**config.mk**
```make
export PLATFORM = sky130hd
export DESIGN_NAME = adcsq_control
export DESIGN_NICKNAME = d
export VERILOG_FILES = /design/src/common/adcsq_pkg.sv /design/src/rtl/adcsq_control.sv
export SDC_FILE = /design/constraint.sdc
export NUM_CORES = 1
export LEC_CHECK = 0
export ABC_AREA = 1
export BUFFER_PORTS_ARGS = -buffer_cell sky130_fd_sc_hd__buf_2
export CORE_ASPECT_RATIO = 1.1
export CORE_MARGIN = 2
export CORE_UTILIZATION = 55
export CTS_CLUSTER_SIZE = 25
export DETAILED_ROUTE_END_ITERATION = 7
export PLACE_DENSITY_LB_ADDON = 0.3
export SLEW_MARGIN = 30
export SYNTH_ARGS = -nofsm -noshare
export SYNTH_HDL_FRONTEND = slang
export SYNTH_SLANG_ARGS = --single-unit
```
**constraint.sdc**
```tcl
create_clock -name CLK -period 1.85 [get_ports CLK]
set_input_delay 0.37 -clock CLK [delete_from_list [all_inputs] [get_ports CLK]]
set_output_delay 0.37 -clock CLK [all_outputs]
set_load 0.05 [all_outputs]
```
**src/common/adcsq_pkg.sv**
```systemverilog
// Purpose: Constants shared by the converter sequencer control block.
// Assumes: 8-bit special function register bus, CPU clock CLK.
// Notes:   All offsets, single-bit field positions and reset values live here.
//
// Summary of operation
// [RULE1] Writing start bit 7 high, low, high starts one conversion unless continuous.
// [RULE2] The start bit is resynchronised to the converter clock before use.
// [RULE3] Continuous-run bit 6 converts back to back and ignores the start bit.
// [RULE4] Power bit 5 at zero holds the converter powered down.
// [RULE5] Bit 4 picks external reference when one, ignored for the supply channel.
// [RULE6] Channel field 3..0 picks inputs 0..7; value 8 picks supply/3, internal ref.
// [RULE7] Static bit 7 selects differential measurement against input 0.
// [RULE8] Static bit 6 puts the converter in reduced power mode.
// [RULE9] Static bit 5 selects converter clock CPU/32 when zero, CPU/8 when one.
// [RULE10] Static bits 4..2 trim the bias current; left at reset value normally.
// [RULE11] Resolution field 1..0 selects 6, 8, 10 or 12 bit conversion.
// [RULE12] Six-bit results sit in high byte bits 5..0, bits 7..6 read zero.
// [RULE13] Ten and twelve bit low parts sit left-justified in low byte 7..6 or 7..4.
// [RULE14] Underflow sets low byte bit 2 and gives an all-zero result.
// [RULE15] Overflow sets low byte bit 1 and gives an all-ones result.
// [RULE16] Low byte bit 0 is underflow OR overflow.
// [RULE17] A completed conversion sets end-of-conversion flag, interrupt flag bit 4.
// [RULE18] After reset control holds 0x80 and static holds 0x0A.
// [RULE19] The converter resolves two result bits per converter clock cycle.
// [RULE20] The end-of-conversion flag feeds the extended interrupt unit.
// [RULE21] Software clears the end-of-conversion flag by writing zero before reuse.

package adcsq_pkg;

	// ***************************************************************
	// Register addresses and reset values
	// ***************************************************************
	localparam logic [7:0] ADCSQ_ADDR_CONTROL = 8'hA1;
	localparam logic [7:0] ADCSQ_ADDR_HIGH    = 8'hA2;
	localparam logic [7:0] ADCSQ_ADDR_LOW     = 8'hA3;
	localparam logic [7:0] ADCSQ_ADDR_STATIC  = 8'hA4;
	localparam logic [7:0] ADCSQ_ADDR_EXTIRQ  = 8'h91;
	localparam logic [7:0] ADCSQ_CONTROL_RST  = 8'h80;
	localparam logic [7:0] ADCSQ_STATIC_RST   = 8'h0A;

	// ***************************************************************
	// Field positions
	// ***************************************************************
	localparam int ADCSQ_BIT_START    = 7;
	localparam int ADCSQ_BIT_RUN      = 6;
	localparam int ADCSQ_BIT_POWER    = 5;
	localparam int ADCSQ_BIT_REF      = 4;
	localparam int ADCSQ_BIT_DIFF     = 7;
	localparam int ADCSQ_BIT_SLEEP    = 6;
	localparam int ADCSQ_BIT_FAST     = 5;
	localparam int ADCSQ_BIT_EOC      = 4;
	localparam int ADCSQ_BIT_UF       = 2;
	localparam int ADCSQ_BIT_OF       = 1;
	localparam int ADCSQ_BIT_RNG      = 0;
	localparam logic [3:0] ADCSQ_CH_SUPPLY = 4'h8;

	// ***************************************************************
	// Resolution codes and timing counts
	// ***************************************************************
	localparam logic [1:0] ADCSQ_RES_6  = 2'h0;
	localparam logic [1:0] ADCSQ_RES_8  = 2'h1;
	localparam logic [1:0] ADCSQ_RES_10 = 2'h2;
	localparam logic [1:0] ADCSQ_RES_12 = 2'h3;
	localparam int ADCSQ_DIV_SLOW      = 32;
	localparam int ADCSQ_DIV_FAST      = 8;
	localparam int ADCSQ_BITS_PER_TICK = 2;

	typedef enum logic [1:0] {
		ADCSQ_IDLE = 2'b01,
		ADCSQ_CONV = 2'b10
	} adcsq_state_e;

endpackage

```
**src/rtl/adcsq_control.sv**
```systemverilog
// Purpose: Sequencer and register file for the on-chip successive approximation converter.
// Assumes: Analog core supplies a 12-bit left-justified code and range flags asynchronously.
// Notes:   Registers sit on the CPU special function register bus.

`timescale 1ns/1ps
`default_nettype none

module adcsq_control
	import adcsq_pkg::*;
#(
	parameter int RAW_W = 12
)
(
	input  wire logic             CLK,
	input  wire logic             RESET,
	input  wire logic [7:0]       SFR_ADDR,
	input  wire logic [7:0]       SFR_WDATA,
	input  wire logic             SFR_WR,
	input  wire logic             SFR_RD,
	output logic      [7:0]       SFR_RDATA,
	input  wire logic [RAW_W-1:0] CORE_RESULT,
	input  wire logic             CORE_UNDERFLOW,
	input  wire logic             CORE_OVERFLOW,
	output logic                  ADC_POWER_ON,
	output logic                  ADC_SLEEP,
	output logic                  ADC_REF_EXTERNAL,
	output logic      [3:0]       ADC_CHANNEL,
	output logic                  ADC_DIFFERENTIAL,
	output logic      [2:0]       ADC_BIAS_TRIM,
	output logic                  ADC_CLK_TICK,
	output logic                  ADC_BUSY,
	output logic                  ADC_EOC_FLAG
);

	// ***************************************************************
	// Result formatting
	// ***************************************************************
	// Builds the high and low result bytes from a left-justified raw code.
	function automatic logic [15:0] fmt_result(input logic [1:0] res,
		input logic [RAW_W-1:0] raw, input logic uf, input logic of_);
		logic [11:0] v;
		logic [15:0] o;
		v = raw[RAW_W-1 -: 12];
		if (uf)
			v = 12'h000;                                   // RULE14
		else if (of_)
			v = 12'hFFF;                                   // RULE15
		o = 16'h0000;
		if (res == ADCSQ_RES_6)
			o = {2'h0, v[11:6], 8'h00};                    // RULE12
		else if (res == ADCSQ_RES_8)
			o = {v[11:4], 8'h00};
		else if (res == ADCSQ_RES_10)
			o = {v[11:4], v[3:2], 6'h00};                  // RULE13
		else
			o = {v[11:4], v[3:0], 4'h0};                   // RULE13
		return o;
	endfunction

	// Number of converter clock ticks needed for a resolution.
	function automatic logic [2:0] steps_for(input logic [1:0] res);
		logic [3:0] bits;
		bits = 4'(6 + 2 * int'(res));
		return 3'(bits / 4'(ADCSQ_BITS_PER_TICK));         // RULE19
	endfunction

	// ***************************************************************
	// Registers
	// ***************************************************************
	logic [7:0]       control_r;
	logic [7:0]       static_r;
	logic [7:0]       high_r;
	logic [7:0]       low_r;
	logic [7:0]       high_nxt;
	logic [7:0]       low_nxt;
	logic             eoc_r;
	logic             eoc_nxt;
	logic [4:0]       div_r;
	logic [4:0]       div_nxt;
	logic             start_s1_r;
	logic             start_s2_r;
	logic             start_s3_r;
	logic [2:0]       step_r;
	logic [2:0]       step_nxt;
	logic [1:0]       res_cap_r;
	logic [RAW_W-1:0] raw_s1_r;
	logic [RAW_W-1:0] raw_s2_r;
	logic [1:0]       flag_s1_r;
	logic [1:0]       flag_s2_r;
	adcsq_state_e     state_r;
	adcsq_state_e     state_nxt;

	// ***************************************************************
	// Decode
	// ***************************************************************
	wire logic       wr_control = SFR_WR && (SFR_ADDR == ADCSQ_ADDR_CONTROL);
	wire logic       wr_static  = SFR_WR && (SFR_ADDR == ADCSQ_ADDR_STATIC);
	wire logic       wr_extirq  = SFR_WR && (SFR_ADDR == ADCSQ_ADDR_EXTIRQ);
	wire logic       power_on   = control_r[ADCSQ_BIT_POWER];
	wire logic       run_cont   = control_r[ADCSQ_BIT_RUN];
	wire logic       fast_sel   = static_r[ADCSQ_BIT_FAST];
	wire logic [3:0] channel    = control_r[3:0];
	wire logic [1:0] res_sel    = static_r[1:0];
	wire logic [4:0] div_last   = fast_sel ? 5'(ADCSQ_DIV_FAST - 1)
	                                       : 5'(ADCSQ_DIV_SLOW - 1);
	wire logic       tick       = (div_r == div_last);                      // RULE9
	wire logic       start_edge = start_s2_r && !start_s3_r;                // RULE1
	wire logic       go_single  = start_edge && !run_cont;                  // RULE1
	wire logic       go         = tick && power_on && (run_cont || go_single); // RULE3
	wire logic       done       = (state_r == ADCSQ_CONV) && tick && (step_r == 3'h1);
	wire logic [15:0] fmt       = fmt_result(res_cap_r, raw_s2_r, flag_s2_r[1], flag_s2_r[0]);

	always_comb
	begin
		div_nxt = tick ? 5'h00 : 5'(div_r + 5'h01);
		if (div_r > div_last)
			div_nxt = 5'h00;
	end

	// ***************************************************************
	// Sequencer
	// ***************************************************************
	always_comb
	begin
		state_nxt = state_r;
		step_nxt  = step_r;
		case (state_r)
			ADCSQ_IDLE:
			begin
				if (go)
				begin
					state_nxt = ADCSQ_CONV;
					step_nxt  = steps_for(res_sel);                // RULE11
				end
			end
			ADCSQ_CONV:
			begin
				if (tick)
					step_nxt = 3'(step_r - 3'h1);
				if (done)
					state_nxt = ADCSQ_IDLE;
			end
			default:
				state_nxt = ADCSQ_IDLE;
		endcase
		if (!power_on)
			state_nxt = ADCSQ_IDLE;                                // RULE4
	end

	always_comb
	begin
		high_nxt = high_r;
		low_nxt  = low_r;
		if (done)
		begin
			high_nxt = fmt[15:8];
			low_nxt  = {fmt[7:4], 1'b0, flag_s2_r[1], flag_s2_r[0],
			            flag_s2_r[1] | flag_s2_r[0]};          // RULE16
		end
		eoc_nxt = eoc_r;
		if (wr_extirq)
			eoc_nxt = SFR_WDATA[ADCSQ_BIT_EOC];                    // RULE21
		if (done)
			eoc_nxt = 1'b1;                                        // RULE17
	end

	always_ff @(posedge CLK)
	begin
		if (RESET)
		begin
			control_r <= ADCSQ_CONTROL_RST;                        // RULE18
			static_r  <= ADCSQ_STATIC_RST;                         // RULE18
			state_r   <= ADCSQ_IDLE;
			step_r    <= 3'h0;
			div_r     <= 5'h00;
			eoc_r     <= 1'b0;
			high_r    <= 8'h00;
			low_r     <= 8'h00;
			res_cap_r <= 2'h0;
		end
		else
		begin
			if (wr_control)
				control_r <= SFR_WDATA;
			if (wr_static)
				static_r <= SFR_WDATA;
			state_r <= state_nxt;
			step_r  <= step_nxt;
			div_r   <= div_nxt;
			eoc_r   <= eoc_nxt;
			high_r  <= high_nxt;
			low_r   <= low_nxt;
			if (go && state_r == ADCSQ_IDLE)
				res_cap_r <= res_sel;
		end
	end

	// ***************************************************************
	// Converter clock domain start synchroniser
	// ***************************************************************
	always_ff @(posedge CLK)
	begin
		if (RESET)
		begin
			start_s1_r <= 1'b1;
			start_s2_r <= 1'b1;
			start_s3_r <= 1'b1;
		end
		else if (tick)
		begin
			start_s1_r <= control_r[ADCSQ_BIT_START];              // RULE2
			start_s2_r <= start_s1_r;                              // RULE2
			start_s3_r <= start_s2_r;
		end
	end

	// ***************************************************************
	// Analog core input synchroniser
	// ***************************************************************
	always_ff @(posedge CLK)
	begin
		if (RESET)
		begin
			raw_s1_r  <= '0;
			raw_s2_r  <= '0;
			flag_s1_r <= 2'h0;
			flag_s2_r <= 2'h0;
		end
		else
		begin
			raw_s1_r  <= CORE_RESULT;
			raw_s2_r  <= raw_s1_r;
			flag_s1_r <= {CORE_UNDERFLOW, CORE_OVERFLOW};
			flag_s2_r <= flag_s1_r;
		end
	end

	// ***************************************************************
	// Read mux and core controls
	// ***************************************************************
	wire logic [7:0] eoc_byte = {3'h0, eoc_r, 4'h0};

	assign SFR_RDATA = !SFR_RD ? 8'h00
		: (SFR_ADDR == ADCSQ_ADDR_CONTROL) ? control_r
		: (SFR_ADDR == ADCSQ_ADDR_HIGH)    ? high_r
		: (SFR_ADDR == ADCSQ_ADDR_LOW)     ? low_r
		: (SFR_ADDR == ADCSQ_ADDR_STATIC)  ? static_r
		: (SFR_ADDR == ADCSQ_ADDR_EXTIRQ)  ? eoc_byte
		: 8'h00;

	assign ADC_POWER_ON     = power_on;                                 // RULE4
	assign ADC_SLEEP        = static_r[ADCSQ_BIT_SLEEP];                // RULE8
	assign ADC_REF_EXTERNAL = control_r[ADCSQ_BIT_REF] &&
	                          (channel != ADCSQ_CH_SUPPLY);             // RULE5
	assign ADC_CHANNEL      = channel;                                  // RULE6
	assign ADC_DIFFERENTIAL = static_r[ADCSQ_BIT_DIFF];                 // RULE7
	assign ADC_BIAS_TRIM    = static_r[4:2];                            // RULE10
	assign ADC_CLK_TICK     = tick;
	assign ADC_BUSY         = (state_r == ADCSQ_CONV);
	assign ADC_EOC_FLAG     = eoc_r;                                    // RULE20

	// ***************************************************************
	// Assertions
	// ***************************************************************
	// Counts converter ticks inside one conversion for the length checks.
	logic [2:0]       conv_ticks_r;

	always_ff @(posedge CLK)
	begin
		if (RESET || state_r != ADCSQ_CONV)
			conv_ticks_r <= 3'h0;
		else if (tick)
			conv_ticks_r <= 3'(conv_ticks_r + 3'h1);
	end

	a_eoc_on_done: assert property (@(posedge CLK) disable iff (RESET) // RULE17
		done |=> eoc_r) else $error("end of conversion flag not set");
	a_set_wins: assert property (@(posedge CLK) disable iff (RESET) // RULE21
		done && wr_extirq && !SFR_WDATA[ADCSQ_BIT_EOC] |=> eoc_r)
		else $error("flag clear beat completion");
	a_run_starts: assert property (@(posedge CLK) disable iff (RESET) // RULE3
		state_r == ADCSQ_IDLE && tick && power_on && run_cont |=> ADC_BUSY)
		else $error("continuous run did not start");
	a_power_down: assert property (@(posedge CLK) disable iff (RESET) // RULE4
		!power_on |=> !ADC_BUSY) else $error("converter busy while powered down");
	a_supply_ref: assert property (@(posedge CLK) disable iff (RESET) // RULE5
		channel == ADCSQ_CH_SUPPLY |-> !ADC_REF_EXTERNAL)
		else $error("external reference on supply channel");
	a_fast_div: assert property (@(posedge CLK) disable iff (RESET) // RULE9
		tick && fast_sel ##1 (fast_sel && !wr_static)[*7] |=> tick)
		else $error("fast divider period wrong");
	a_range_or: assert property (@(posedge CLK) disable iff (RESET) // RULE16
		low_r[ADCSQ_BIT_RNG] == (low_r[ADCSQ_BIT_UF] | low_r[ADCSQ_BIT_OF]))
		else $error("range flag mismatch");
	a_uf_zero: assert property (@(posedge CLK) disable iff (RESET) // RULE14
		done && flag_s2_r[1] |=> high_r == 8'h00 && low_r[7:4] == 4'h0)
		else $error("underflow result not zero");
	a_of_ones: assert property (@(posedge CLK) disable iff (RESET) // RULE15
		done && !flag_s2_r[1] && flag_s2_r[0] && res_cap_r == ADCSQ_RES_12
		|=> high_r == 8'hFF && low_r[7:4] == 4'hF)
		else $error("overflow result not all ones");
	a_six_bit: assert property (@(posedge CLK) disable iff (RESET) // RULE12
		done && res_cap_r == ADCSQ_RES_6 |=> high_r[7:6] == 2'h0)
		else $error("six bit result has upper bits");
	a_six_len: assert property (@(posedge CLK) disable iff (RESET) // RULE19
		done && res_cap_r == ADCSQ_RES_6 |-> conv_ticks_r == 3'h2)
		else $error("six bit conversion length wrong");
	a_twelve_len: assert property (@(posedge CLK) disable iff (RESET) // RULE19
		done && res_cap_r == ADCSQ_RES_12 |-> conv_ticks_r == 3'h5)
		else $error("twelve bit conversion length wrong");

	c_single: cover property (@(posedge CLK) disable iff (RESET) go_single && go);
	c_cont: cover property (@(posedge CLK) disable iff (RESET) run_cont && done);
	c_twelve: cover property (@(posedge CLK) disable iff (RESET)
		done && res_cap_r == ADCSQ_RES_12);
	c_over: cover property (@(posedge CLK) disable iff (RESET) done && flag_s2_r[0]);

endmodule

`default_nettype wire

```
==> metrics.yaml <==
logic_synthesis:
  synth_top_cell_area_share: 0.4596
  synth.area.top_cells: "dfxtp_1, nor2_1, nand2_1, inv_1, o21ai_0"
  synth_area_um2: 3267
  seq_area_frac_synth: 0.4596
  yosysUniqueCellTypes: 30
  synth_top_area_cell: "dfxtp_1"
  synthTopCellsByCount: "nor2_1, dfxtp_1, nand2_1, inv_1, o21ai_0"
  ys_ff_latch: 75
  yosysMostFrequentCell: "nor2_1"
  synth.avg_cell_area_um2: 7.117
  synthesis.nets: 499
  synthFlopType: "dfxtp_1"
  postSynth.asyncResetShare: 0
  synth-edff-count: 0
  yosys_warnings: 0
  synth_cells: 459
floorplanning:
  die_y_um: 84.83
  ios: 56
  fp.dieW_um: 77.49
  core_um2: 5769
  start_util: 0.5663
  die_area_um2: 6573
  row_count: 29
critical_path:
  critPathKind: "input pin to output port"
  cp_max_fo: 7
  cp-end-kind: "output port"
  crit_required_ns: 1.48
  critical_path_arrival_ns: 1.49
  start_kind: "input pin"
global_routing:
  grtUsageMet2: 0.3818
  grt_pass1_vias: 2710
  grtUsageMet1: 0.2830
  grt_busiest_layer: "met2"
  grt_pass1_wl_um: 11870
  antenna_found_initial: 0
  grt_max_degree: 42
  overflow: 0
  track_usage: 0.2261
  grt.met3_usage: 0.04149
cts:
  cts_tree: "done"
  root_buffer: "clkbuf_8"
  cts_sinks: 75
  clockBufferDepth: 2
  h-tree-depth: 3
  cts_made_buffers: 9
  clkTransAtPathRegs_ns: 0.08
  clk_latency_ns: 0.35
timing:
  setup_violations: 2
  fmax_mhz: 537.5
  hold_violations: 0
  fin_crit_sh: 1.006
  drv_slew: 0
  skew_ns: 0.01014
  period_needed_ns: 1.861
  maxSlewHeadroom: 0.6820
  worst_pin_slew_ns: 0.4763
  setup_ws_ns: -0.01058
  rsz0062_at_grt: "true"
drt:
  wl_per_cell_um: 11.92
  ant_nets: 0
  drc: 0
  viasPerCell: 4.827
  wirelength_um: 7175
  vias: 2906
  drt-pass1-iter-count: 4
  drt_iter0_markers: 196
placed_design:
  port-buffer-count: 55
  gp_congestion: 0.8903
  place_hpwl_um: 5048
  post-place-ws_ns: -0.1270
run_status:
  violations: "negative setup slack"
  status: "finished with violations"
final_layout:
  drive_above_1_share: 0.2514
  area_growth_pct: 24.44
  utilization: 0.7046
  multi_input_area_um2: 1500
  ff_latch_area_um2: 1503
  fillers: 473
  nets: 560
  antennaDiodeCount: 0
pwr:
  powerDensity_nw_per_um2: 771.4
  ir_drop_mv: 0.4933
  leakage_nw: 1.877
job:
  cap_violations: 0
min_path:
  hold_class: "input pin to flip-flop"
## path summary, 6_finish.rpt
| path | start | endpoint | slack, ns | depth (start not counted) |
|---|---|---|---|---|
| min reg2reg | raw_s1_r[1]$_SDFF_PP0_ | raw_s2_r[1]$_SDFF_PP0_ | 0.40 | 2 |
| min | CORE_RESULT[11] | raw_s1_r[11]$_SDFF_PP0_ | 0.22 | 3 |
| max reg2reg | static_r[5]$_SDFFE_PP0P_ | high_r[7]$_SDFFE_PP0P_ | 0.11 | 8 |
| max | SFR_ADDR[1] | SFR_RDATA[5] | -0.01 | 10 |
## state kept, by name (all words and copies together), names as in the netlist
name          count
raw_s1_r         12
raw_s2_r         12
control_r         8
high_r            8
static_r          8
low_r             7
div_r             5
step_r            3
flag_s1_r         2
flag_s2_r         2
res_cap_r         2
state_r           2
ADC_EOC_FLAG      1
start_s1_r        1
start_s2_r        1
start_s3_r        1
## power by group
part	total [mW]	switching, mW	internal [mW]	leakage (nW)
Combinational	0.184	0.108	0.0765	1.16
Sequential	1.66	0.0162	1.65	0.612
Clock	1.29	0.618	0.671	0.103
Total	3.14	0.741	2.39	1.88
## worst max-delay path, cell delays in order
cell       delay [ns]
buf_2            0.12
inv_1            0.07
nand2_1          0.06
nor2_2           0.15
nand2_2          0.10
clkbuf_16        0.17
o21ai_0          0.07
nor2_1           0.08
nor2_2           0.12
buf_6            0.17
## layer usage
| metal | vias up | share of wire |
|---|---|---|
| li1 | 1546 | - |
| met1 | 1303 | 0.46 |
| met2 | 48 | 0.49 |
| met3 | 9 | 0.031 |
| met4 | 0 | 0.014 |
| met5 | - | 0 |
## placed cells by master (no fill, tap or decap), types with 2 or more instances in the layout
master / instances
o21ai_2: 6
dfxtp_1: 74
buf_4: 11
nand2_2: 7
a21oi_2: 2
o22ai_1: 3
nand3_1: 24
a21oi_1: 21
buf_6: 12
nor2_2: 11
buf_2: 45
nand2_4: 2
inv_6: 2
o21ai_1: 11
inv_2: 4
inv_1: 63
clkinv_4: 3
o21ai_0: 34
xor2_1: 2
ha_1: 5
clkbuf_8: 10
nor2_4: 5
nand2_1: 62
nor2_1: 90
inv_4: 2
## cell type report
| cell class | instances | area share |
|---|---|---|
| clock buffers | 10 | 0.03386 |
| clock inverters | 6 | 0.01785 |
| multi-input cells | 294 | 0.3690 |
| well taps | 77 | 0.02370 |
| inverters | 70 | 0.06710 |
| repair buffers | 70 | 0.1188 |
| flip-flops and latches | 75 | 0.3697 |
## timing repair
item                       in CTS  in global routing
setup endpoints to repair       9                 17
pin swaps                       3                  6
buffers inserted                1                  0
resized for setup              19                 50
gates cloned                    0                  2
hold buffers                    0                  0
## cell families (layout without fill, tap and decap cells)
family          after synthesis  count (layout)  share of synthesized area
flops                        75              75                     0.4596
compound gates               81              81                     0.1341
simple gates                204             204                     0.2593
buf+inv                      90             156                     0.1160
fa+ha+maj                     6               6                    0.02298
xor+xnor                      3               3                   0.008044
## per-stage QoR
stage          instances  setup TNS [ns]  hold WS [ns]  total power, mW  cell area [um^2]
2_1_floorplan        459       -0.004122        0.3883            1.796              3294
3_3_place_gp         584         -0.6752        0.3903            1.863              3649
3_5_place_dp         584         -0.7209        0.3916            1.867              3649
4_1_cts              601               0        0.2046            3.151              3913
5_1_grt              602         -0.3049        0.2102            3.264              4065
6_report             602        -0.01461        0.2191            3.136              4065
Note: power is estimated with default switching activity, not from simulation.
